<file path="config.mk">
export PLATFORM = sky130hd
export DESIGN_NAME = ohs_sequencer
export DESIGN_NICKNAME = d
export VERILOG_FILES = /design/src/hw/ohs_sequencer.v
export VERILOG_INCLUDE_DIRS = /design/src /design/src/hw
export SDC_FILE = /design/constraint.sdc
export NUM_CORES = 1
export LEC_CHECK = 0
export BUFFER_PORTS_ARGS = -buffer_cell sky130_fd_sc_hd__buf_2
export CAP_MARGIN = 10
export CORE_MARGIN = 1.5
export CORE_UTILIZATION = 45
export CTS_CLUSTER_DIAMETER = 120
export CTS_CLUSTER_SIZE = 30
export DETAILED_ROUTE_END_ITERATION = 10
export HOLD_SLACK_MARGIN = 0.08
export PLACE_DENSITY_LB_ADDON = 0.2
export SLEW_MARGIN = 20
export SYNTH_ARGS = -nofsm -noshare
export SYNTH_HDL_FRONTEND = slang
export SYNTH_SLANG_ARGS = --single-unit
</file>
<file path="constraint.sdc">
create_clock -name clock -period 2.51 [get_ports clock]
set_input_delay 0.1255 -clock clock [delete_from_list [all_inputs] [get_ports clock]]
set_output_delay 0.1255 -clock clock [all_outputs]
set_load 0.1 [all_outputs]
</file>
<file path="src/hw/ohs_map.vh">
// Constants for the overload hiccup sequencer: timing counts and feedback codes.
// Assumes a 200 MHz clock and an 8-bit feedback code in 20 mV steps (0..5.1 V).
// Functional notes
// - Overload past timer stops drive, starts recovery
// - Fault acknowledged only after 64 ms continuous
// - Stopped: charge below low, else wait fall
// - Ignore start level while recovery timer runs
// - Every restart begins with soft-start
// - Brown-out recovery aborts hiccup, restart next
// - Latch option: overload stops pulses, supply hiccups
// - Start-up: undervoltage with error flag latches; code latches only with LATCH_OPT, else hiccups
// - Latch clears only on brown-out or reset level
// - Undervoltage without error flag: auto-recovery restart
// - Pre-short latch armed only during start-up
// - Fixed option picks auto-recovery or latch
// - Foldback below 1.9 V, 26 kHz at 1.5 V
// - Peak setpoint tracks 3.2..1 V, frozen below
// - Skip cycle below 0.8 V feedback
// - Restart at start level only if line good
`ifndef OHS_MAP_VH
`define OHS_MAP_VH
`define OHS_CLK_MHZ        200
`define OHS_TICK_US        1
`define OHS_TICK_CYC       (`OHS_CLK_MHZ * `OHS_TICK_US)
`define OHS_FAULT_MS       64
`define OHS_FAULT_TICKS    (`OHS_FAULT_MS * 1000 / `OHS_TICK_US)
`define OHS_RECOV_S        1
`define OHS_RECOV_TICKS    (`OHS_RECOV_S * 1000000 / `OHS_TICK_US)
`define OHS_FB_FOLD        8'h5F
`define OHS_FB_FMIN        8'h4B
`define OHS_FB_PEAK_HI     8'hA0
`define OHS_FB_PEAK_LO     8'h32
`define OHS_FB_SKIP        8'h28
`define OHS_PEAK_FROZEN    8'h0D
`define OHS_FREQ_NOM_KHZ   8'h41
`define OHS_FREQ_MIN_KHZ   8'h1A
`define OHS_ST_START       3'h0
`define OHS_ST_RUN         3'h1
`define OHS_ST_HICCUP      3'h2
`define OHS_ST_LATCH       3'h3
`endif

</file>
<file path="src/hw/ohs_sequencer.v">
// Overload hiccup sequencer: drive gating, start-up source control, feedback mapping.
// Assumes comparator flags arrive as levels on the clock domain edge, analog front end outside.
`timescale 1ns/10ps
`include "ohs_map.vh"
module ohs_sequencer #(
  parameter [31:0] TICK_CYC    = `OHS_TICK_CYC,
  parameter [31:0] FAULT_TICKS = `OHS_FAULT_TICKS,
  parameter [31:0] RECOV_TICKS = `OHS_RECOV_TICKS,
  parameter        LATCH_OPT   = 1'b0
) (
  input  wire       clock,
  input  wire       resetn,
  input  wire       error_flag,
  input  wire       vcc_above_on,
  input  wire       vcc_below_min,
  input  wire       vcc_below_reset,
  input  wire       line_loss_detect,
  input  wire [7:0] feedback_level,
  output reg        gate_drive_enable,
  output reg        startup_source_input,
  output reg        soft_start,
  output reg        latched_off,
  output reg        skip_cycle,
  output reg  [7:0] switch_freq_khz,
  output reg  [7:0] peak_setpoint
);
  localparam [2:0] ST_START  = `OHS_ST_START;
  localparam [2:0] ST_RUN    = `OHS_ST_RUN;
  localparam [2:0] ST_HICCUP = `OHS_ST_HICCUP;
  localparam [2:0] ST_LATCH  = `OHS_ST_LATCH;

  // Two-stage synchronisers, first stage read only by the second
  wire [4:0] raw;
  wire [4:0] sync_w;

  assign raw = {error_flag, vcc_above_on, vcc_below_min, vcc_below_reset, line_loss_detect};

  genvar g;
  generate
    for (g = 0; g < 5; g = g + 1) begin : g_sync
      reg s1_r;
      reg s2_r;

      always @(posedge clock or negedge resetn) begin
        if (!resetn) begin
          s1_r <= 1'b0;
          s2_r <= 1'b0;
        end else begin
          s1_r <= raw[g];
          s2_r <= s1_r;
        end
      end

      assign sync_w[g] = s2_r;
    end
  endgenerate

  wire err   = sync_w[4];
  wire v_on  = sync_w[3];
  wire v_min = sync_w[2];
  wire v_rst = sync_w[1];
  wire loss  = sync_w[0];

  // Line-good edge marks brown-out recovery
  reg  loss_d_r;
  always @(posedge clock or negedge resetn) begin
    if (!resetn)
      loss_d_r <= 1'b0;
    else
      loss_d_r <= loss;
  end
  wire bo_recover = loss_d_r & ~loss;

  // Tick from fixed reference period
  reg  [31:0] pre_r;
  wire        tick = (pre_r == TICK_CYC - 32'h0000_0001);
  always @(posedge clock or negedge resetn) begin
    if (!resetn)
      pre_r <= 32'h0000_0000;
    else
      pre_r <= tick ? 32'h0000_0000 : pre_r + 32'h0000_0001;
  end

  reg  [2:0]  st_r;
  reg  [2:0]  st_nxt;
  reg  [31:0] flt_r;
  reg  [31:0] rec_r;
  reg         charge_r;
  reg         charge_nxt;
  reg         v_on_d_r;
  wire        on_rise  = v_on & ~v_on_d_r;
  wire        uvlo     = v_min;
  wire        flt_done = err & (flt_r >= FAULT_TICKS);
  wire        rec_busy = (rec_r != 32'h0000_0000);

  // Fault timer restarts on any gap: short overloads never trip
  always @(posedge clock or negedge resetn) begin
    if (!resetn)
      flt_r <= 32'h0000_0000;
    else if (st_r != ST_RUN || !err)
      flt_r <= 32'h0000_0000;
    else if (tick && !flt_done)
      flt_r <= flt_r + 32'h0000_0001;
  end

  // Recovery timer loads on RUN-to-HICCUP entry, cleared by brown-out recovery
  always @(posedge clock or negedge resetn) begin
    if (!resetn)
      rec_r <= 32'h0000_0000;
    else if (bo_recover)
      rec_r <= 32'h0000_0000;
    else if (st_r == ST_RUN && st_nxt == ST_HICCUP)
      rec_r <= RECOV_TICKS;
    else if (tick && rec_busy)
      rec_r <= rec_r - 32'h0000_0001;
  end

  always @* begin
    st_nxt     = st_r;
    charge_nxt = charge_r;
    // Charge from low level up to start level, in every off state
    if (v_min)
      charge_nxt = 1'b1;
    else if (v_on)
      charge_nxt = 1'b0;
    case (st_r)
      ST_START: begin
        // Pre-short only armed here
        if (uvlo && err && LATCH_OPT)
          st_nxt = ST_LATCH;
        else if (uvlo)
          st_nxt = ST_HICCUP;
        else if (flt_done)
          st_nxt = LATCH_OPT ? ST_LATCH : ST_HICCUP;
        else if (!err)
          st_nxt = ST_RUN;
      end
      ST_RUN: begin
        if (flt_done)
          st_nxt = LATCH_OPT ? ST_LATCH : ST_HICCUP;
        else if (uvlo)
          st_nxt = ST_HICCUP;
      end
      ST_HICCUP: begin
        // Hiccup waits out the recovery timer; only a start-level rise with line good restarts
        if (on_rise && !rec_busy && !loss)
          st_nxt = ST_START;
      end
      ST_LATCH: begin
        if (bo_recover || v_rst)
          st_nxt = ST_HICCUP;
      end
      default: st_nxt = ST_HICCUP;
    endcase
  end

  always @(posedge clock or negedge resetn) begin
    if (!resetn) begin
      st_r     <= ST_HICCUP;
      charge_r <= 1'b0;
      v_on_d_r <= 1'b0;
    end else begin
      st_r     <= st_nxt;
      charge_r <= charge_nxt;
      v_on_d_r <= v_on;
    end
  end

  // Decoded requests feeding the output flops
  wire       skip_req;
  wire       drive_req;
  wire       source_req;
  wire [7:0] fold_diff;
  wire [7:0] fold_freq;

  assign skip_req   = (feedback_level < `OHS_FB_SKIP);
  assign drive_req  = (st_nxt == ST_START || st_nxt == ST_RUN) && !skip_req;
  assign source_req = charge_nxt && (st_nxt == ST_HICCUP || st_nxt == ST_LATCH);

  // Fold slope near 1.95 kHz per code: doubled step minus one per 16 codes
  assign fold_diff  = feedback_level - `OHS_FB_FMIN;
  assign fold_freq  = `OHS_FREQ_MIN_KHZ + {fold_diff[6:0], 1'b0}
                      - {4'h0, fold_diff[7:4]};

  // Outputs registered; drive off at once in any off state
  always @(posedge clock or negedge resetn) begin
    if (!resetn)
      skip_cycle <= 1'b0;
    else
      skip_cycle <= skip_req;
  end

  always @(posedge clock or negedge resetn) begin
    if (!resetn)
      gate_drive_enable <= 1'b0;
    else
      gate_drive_enable <= drive_req;
  end

  always @(posedge clock or negedge resetn) begin
    if (!resetn)
      startup_source_input <= 1'b0;
    else
      startup_source_input <= source_req;
  end

  always @(posedge clock or negedge resetn) begin
    if (!resetn)
      soft_start <= 1'b0;
    else
      soft_start <= (st_nxt == ST_START);
  end

  always @(posedge clock or negedge resetn) begin
    if (!resetn)
      latched_off <= 1'b0;
    else
      latched_off <= (st_nxt == ST_LATCH);
  end

  always @(posedge clock or negedge resetn) begin
    if (!resetn)
      switch_freq_khz <= `OHS_FREQ_NOM_KHZ;
    else if (feedback_level >= `OHS_FB_FOLD)
      switch_freq_khz <= `OHS_FREQ_NOM_KHZ;
    else if (feedback_level <= `OHS_FB_FMIN)
      switch_freq_khz <= `OHS_FREQ_MIN_KHZ;
    else
      switch_freq_khz <= fold_freq;
  end

  // Setpoint in 20 mV feedback codes, clamped at the top, frozen at 8'h0D at or below the low end
  always @(posedge clock or negedge resetn) begin
    if (!resetn)
      peak_setpoint <= `OHS_FB_PEAK_HI;
    else if (feedback_level >= `OHS_FB_PEAK_HI)
      peak_setpoint <= `OHS_FB_PEAK_HI;
    else if (feedback_level <= `OHS_FB_PEAK_LO)
      peak_setpoint <= `OHS_PEAK_FROZEN;
    else
      peak_setpoint <= feedback_level;
  end
endmodule // ohs_sequencer

</file>
==> out/qor.yml, run 1 <==
placement:
  placed_area_sq_um: 6850
  gp_congestion: 0.799
  hpwl_microns: 8680
  dp_cells: 834
  pre_cts_ws_ns: 0.0282
  portBuffers: 35
global_route:
  grt_pass1_vias: 4663
  antenna_found_initial: 0
  grt_remaining_overflow: 0
  grt_use_total: 0.191
  grt_first_pass_wirelength_microns: 22100
  grt_max_degree: 59
final_layout:
  nets: 717
  area_delta_synth_final_pct: 20.4
  design_area_sq_um: 7570
  drive_above_1_share: 0.159
  fin_cells: 880
  antenna_cells: 0
route:
  drt_pass1_iterations: 4
  vias: 4715
  remaining_drc_errors: 0
  drt-vias-per-instance: 5.36
  routed_wl_microns: 13000
  ant_nets: 0
  drtIter0Drc: 217
  wire_per_inst_microns: 14.7
synthesis:
  synthFlopType: "dfrtp_1"
  synthArstFlopShare: 1.00
  synth.top_cell.area_share: 0.510
  synth_cell_types: 49
  yosysMostFrequentCell: "dfrtp_1"
  seq_area_frac_synth: 0.531
  yosys-top-cells-area: "dfrtp_1 51%, xor2_1 6.7%, nor2_1 5.1%"
  syn_avg_cell_area_sq_um: 10.3
  netlist_area_sq_um: 6280
  synth_top_cell_by_area: "dfrtp_1"
  synth_common_cells: "128 x dfrtp_1, 86 x nor2_1, 48 x xor2_1"
  postSynthCellCount: 610
  synth_warnings: 0
  synth_edf_count: 0
  synth-seq-cells: 133
sta:
  finalSetupViolations: 0
  rsz0062_at_grt: "no"
  min_period_over_period: 0.939
  skew_ns: 0.0102
  setup_slack_ns: 0.152
  tightest_slew_ns: 0.658
  fin_crit_ns: 2.36
  finalMaxSlewViolations: 0
  setup_tns_ns: 0
  clock.fmax_mhz: 424
  relSlewSlack: 0.561
  hold_violations: 0
floorplanning:
  die-area_sq_um: 14700
  fp.dieH_microns: 121
  ios: 36
  coreArea_sq_um: 13800
  die_w_microns: 121
  rows: 43
  start_util: 0.456
power_and_ir_drop:
  leakagePower_nw: 3.46
  total_power_mw: 5.09
  ir_worst_vdd_mv: 0.697
  pwr_density_cell_nw_per_um2: 672
run:
  maxCapViolations: 0
setup_path:
  r2r_start: "pre_r[24]$_DFF_PN0_"
  worst_setup_path_start_kind: "flip-flop"
  critPathKind: "reg -> reg"
  cp-end-kind: "flip-flop"
  crit_arrival_ns: 2.63
  crit_fanout: 18
  critPathRequiredTime_ns: 2.78
  worstSetupStartpoint: "pre_r[24]$_DFF_PN0_"
clock_tree:
  worstSkewPairLatency_ns: 0.42
  cts-buffers-inserted: 17
  cts_setup_buffers: 0
  cts_buffer_depth: 2
  htreeDepth: 4
  clk_pin_slew_ns: 0.06
  clock_sinks: 133
  clockRootBuffer: "clkbuf_16"
  cts_tree: "built"
min_path:
  min_from: "feedback_level[3]"
  min_path_type: "in -> reg"
run_status:
  status: "complete, no violations"
[sequential cells by signal (all words and copies together) (netlist names)]
signal and cells:
charge_r 1, v_on_d_r 1, err 1, soft_start 1, switch_freq_khz 8, loss_d_r 1, latched_off 1, st_r 3
peak_setpoint 8, gate_drive_enable 1, flt_r 32, rec_r 32, pre_r 32, g_sync.s2_r 4, g_sync.s1_r 5, startup_source_input 1
skip_cycle 1
[where the power goes]
group	switching, mW	internal, mW	total, mW	leakage [nW]
clock	0.956	1.40	2.35	0.263
sequential	0.0149	2.19	2.21	1.77
combinational	0.392	0.136	0.528	1.42
[area by class of cell]
| type | count | area, sq um |
|---|---|---|
| Inverter | 15 | 56.3 |
| Fill cell | 1216 | 6200 |
| Sequential cell | 133 | 3330 |
| Timing Repair Buffer | 77 | 544 |
| Tap cell | 180 | 225 |
| Clock inverter | 13 | 125 |
| Clock buffer | 19 | 443 |
| Multi-Input combinational cell | 443 | 2840 |
[critical path: stages, from the launching register on]
cell     delay [ns]
dfrtp_1        0.43
nor4_1         0.43
nand4_1        0.23
nor4_4         0.25
buf_4          0.23
buf_4          0.24
nand4_1        0.13
xor2_1         0.18
a21oi_1        0.09
[cells in the final DEF, fill, tap and decap left out, types with 9 or more instances in the layout]
master / n
a21oi_1: 15
and2_1: 16
and3_1: 13
buf_2: 34
buf_4: 27
clkbuf_16: 17
dfrtp_1: 128
dlygate4sd3_1: 14
ha_1: 14
inv_1: 15
nand2_1: 34
nand3_1: 30
nand4_1: 31
nor2_1: 86
nor3_1: 16
nor4_1: 21
o21a_1: 9
o21ai_0: 10
xnor2_1: 33
xor2_1: 48
[routing by layer]
metal  vias to the layer above  part of all wire  GRT usage
met5                         -                 0          0
li1                       2290                 -          -
met2                        79              0.49      0.302
met3                        11             0.028     0.0352
met1                      2335              0.47      0.261
met4                         0             0.012     0.0772
[path summary, 6_finish.rpt]
path                                             to  slack (ns)  depth (start not counted)
max in group asynchronous         st_r[1]$_DFF_PN1_        1.49                          3
max                           rec_r[14]$_DFFE_PN0P_        0.15                          8
min                            skip_cycle$_DFF_PN0_        0.15                          3
min reg2reg                g_sync[0].s2_r$_DFF_PN0_        0.35                          0
max reg2reg                   rec_r[14]$_DFFE_PN0P_        0.15                          8
min in group asynchronous      rec_r[4]$_DFFE_PN0P_        0.19                          2
[metrics by stage]
stage	utilization	hold WS [ns]
6_report	0.550	0.146
5_1_grt	0.550	0.170
4_1_cts	0.549	0.124
3_5_place_dp	0.497	0.0732
3_3_place_gp	0.497	0.0743
2_1_floorplan	-	-0.170
[logic make-up (layout without fill, tap and decap cells)]
group | count (synthesis) | count (layout) | synth area share
AOI/OAI and AO/OA | 52 | 52 | 0.0524
muxes | 2 | 2 | 0.00338
and+or+nand+nor | 291 | 291 | 0.248
xor gates and xnor gates | 81 | 81 | 0.113
other | 1 | 2 | 0.000597
adders and majority gates | 15 | 15 | 0.0311
DFF | 133 | 133 | 0.531
buffers and inverters | 35 | 124 | 0.0213
[what timing repair did]
action,4_1_cts,5_1_grt
endpoints found under the setup margin,0,9
resized for setup,0,3
endpoints found under the hold margin,110,0
hold buffers,14,0
No activity file was read; power rests on OpenSTA's default activity.
==> run 2, diff against run 1 <==
CELL_PAD_IN_SITES_DETAIL_PLACEMENT = 0   (was not set)
CELL_PAD_IN_SITES_GLOBAL_PLACEMENT = 1   (was not set)
==> run 2 against run 1 <==
Against the previous run:
- clock power grew 14%
- core utilization grew 0.75 points
- worst hold slack lost 0.00097 ns
- largest cell class unchanged
==> out/qor.yml, run 2 (synthesized netlist as in run 1, its figures left out) <==
placement:
  pre_cts_ws_ns: -0.00273
  hpwl_microns: 8560
  gp_congestion: 0.806
  dp_cells: 838
  placed_area_sq_um: 6880
  portBuffers: 35
floorplanning:
  die_w_microns: 121
  start_util: 0.456
  die-area_sq_um: 14700
  rows: 43
  fp.dieH_microns: 121
  coreArea_sq_um: 13800
  ios: 36
route:
  drt-vias-per-instance: 5.28
  ant_nets: 0
  wire_per_inst_microns: 14.4
  drtIter0Drc: 278
  drt_pass1_iterations: 4
  vias: 4667
  remaining_drc_errors: 0
  routed_wl_microns: 12700
setup_path:
  cp-end-kind: "flip-flop"
  critPathKind: "reg -> reg"
  crit_arrival_ns: 2.69
  worst_setup_path_start_kind: "flip-flop"
  critPathRequiredTime_ns: 2.86
  crit_fanout: 11
clock_tree:
  cts_tree: "built"
  cts-buffers-inserted: 17
  cts_buffer_depth: 2
  worstSkewPairLatency_ns: 0.42
  clock_sinks: 133
  clk_pin_slew_ns: 0.06
  clockRootBuffer: "clkbuf_16"
  htreeDepth: 4
global_route:
  grt_max_degree: 62
  grt_use_total: 0.192
  antenna_found_initial: 0
  grt_first_pass_wirelength_microns: 22200
  grt_pass1_vias: 4655
  grt_remaining_overflow: 0
sta:
  hold_violations: 0
  finalMaxSlewViolations: 0
  finalSetupViolations: 0
  timing.hold.ws_ns: 0.145
  setup_slack_ns: 0.168
  skew_ns: 0.00798
  tightest_slew_ns: 0.591
  fin_crit_ns: 2.34
  relSlewSlack: 0.602
  rsz0062_at_grt: "no"
  min_period_over_period: 0.933
  clock.fmax_mhz: 427
run_status:
  status: "complete, no violations"
power_and_ir_drop:
  leakagePower_nw: 3.52
  pwr_density_cell_nw_per_um2: 705
  ir_worst_vdd_mv: 0.542
final_layout:
  layout_commonest_cell: "dfrtp_1"
  area_delta_synth_final_pct: 22.1
  final_core_util: 0.557
  design_area_sq_um: 7670
  largestRegisters: "flt_r: 32 flops, pre_r: 32 flops, rec_r: 32 flops"
  num-fill-cells: 1236
  regArea_sq_um: 3330
  multi_input_area_sq_um: 2840
  fin_cells: 884
  layout_common_cells: "128 x dfrtp_1, 86 x nor2_1, 48 x xor2_1"
  drive_above_1_share: 0.166
  antenna_cells: 0
  nets: 721
run:
  maxCapViolations: 0
min_path:
  min_path_type: "in -> reg"
run 2: cell count changes in the layout (fill, tap and decap cells not counted), sizes merged:
cell | previous run | this run
buf | 63 | 67
bufinv | 1 | 4
clkbuf | 19 | 18
clkinv | 4 | 3
clkinvlp | 5 | 4
run 2: cell type report:
| class | instances | share of cell area |
|---|---|---|
| tap | 180 | 0.0294 |
| clock buffer | 18 | 0.0572 |
| sequential | 133 | 0.435 |
| timing repair buffer | 81 | 0.0749 |
| clock inverter | 14 | 0.0259 |
| multi-input combinational | 443 | 0.371 |
| inverter | 15 | 0.00734 |
run 2: metrics by stage:
| stage | total power, mW | setup TNS, ns |
|---|---|---|
| 2_1_floorplan | 2.62 | 0 |
| 3_3_place_gp | 2.76 | 0 |
| 3_5_place_dp | 2.76 | -0.00273 |
| 4_1_cts | 5.47 | 0 |
| 5_1_grt | 5.60 | 0 |
| 6_report | 5.41 | 0 |
run 2: worst max-delay path, cell delays in order (launching register included):
cell     delay [ns]
dfrtp_1        0.43
nor4_2         0.38
nand2_1        0.16
nor4_4         0.24
buf_4          0.24
nand4_1        0.14
or4b_1         0.52
a21oi_1        0.15
run 2: layer usage:
metal  GRT usage  wire, microns  vias to the layer above
met1       0.267           6310                     2247
li1            -              -                     2303
met4      0.0765            234                        0
met5           0              0                        -
met3      0.0461            459                       21
met2       0.290           5740                       96
run 2: what timing repair did:
action / 4_1_cts / 5_1_grt
hold buffers: 14 / 0
resized for setup: 0 / 3
setup endpoints to repair: 0 / 3
setup buffers: 0 / 0
endpoints found under the hold margin: 66 / 0
run 2: worst paths after layout:
| path | from | to | slack [ns] | depth (start not counted) |
|---|---|---|---|---|
| hold reg to reg | g_sync[2].s1_r$_DFF_PN0_ | g_sync[2].s2_r$_DFF_PN0_ | 0.35 | 0 |
| setup / recovery | pre_r[19]$_DFF_PN0_ | rec_r[29]$_DFFE_PN0P_ | 0.17 | 7 |
| min in group asynchronous | resetn | rec_r[3]$_DFFE_PN0P_ | 0.20 | 2 |
| max in group asynchronous | resetn | peak_setpoint[5]$_DFF_PN1_ | 1.54 | 3 |
| setup reg to reg | pre_r[19]$_DFF_PN0_ | rec_r[29]$_DFFE_PN0P_ | 0.17 | 7 |
| hold / removal | feedback_level[3] | skip_cycle$_DFF_PN0_ | 0.15 | 3 |
run 2: where the power goes:
group	internal [mW]	switching (mW)	leakage, nW	total, mW
Combinational	0.140	0.396	1.44	0.536
Clock	1.70	0.970	0.300	2.67
Sequential	2.19	0.0145	1.77	2.21
Total	4.03	1.38	3.52	5.41
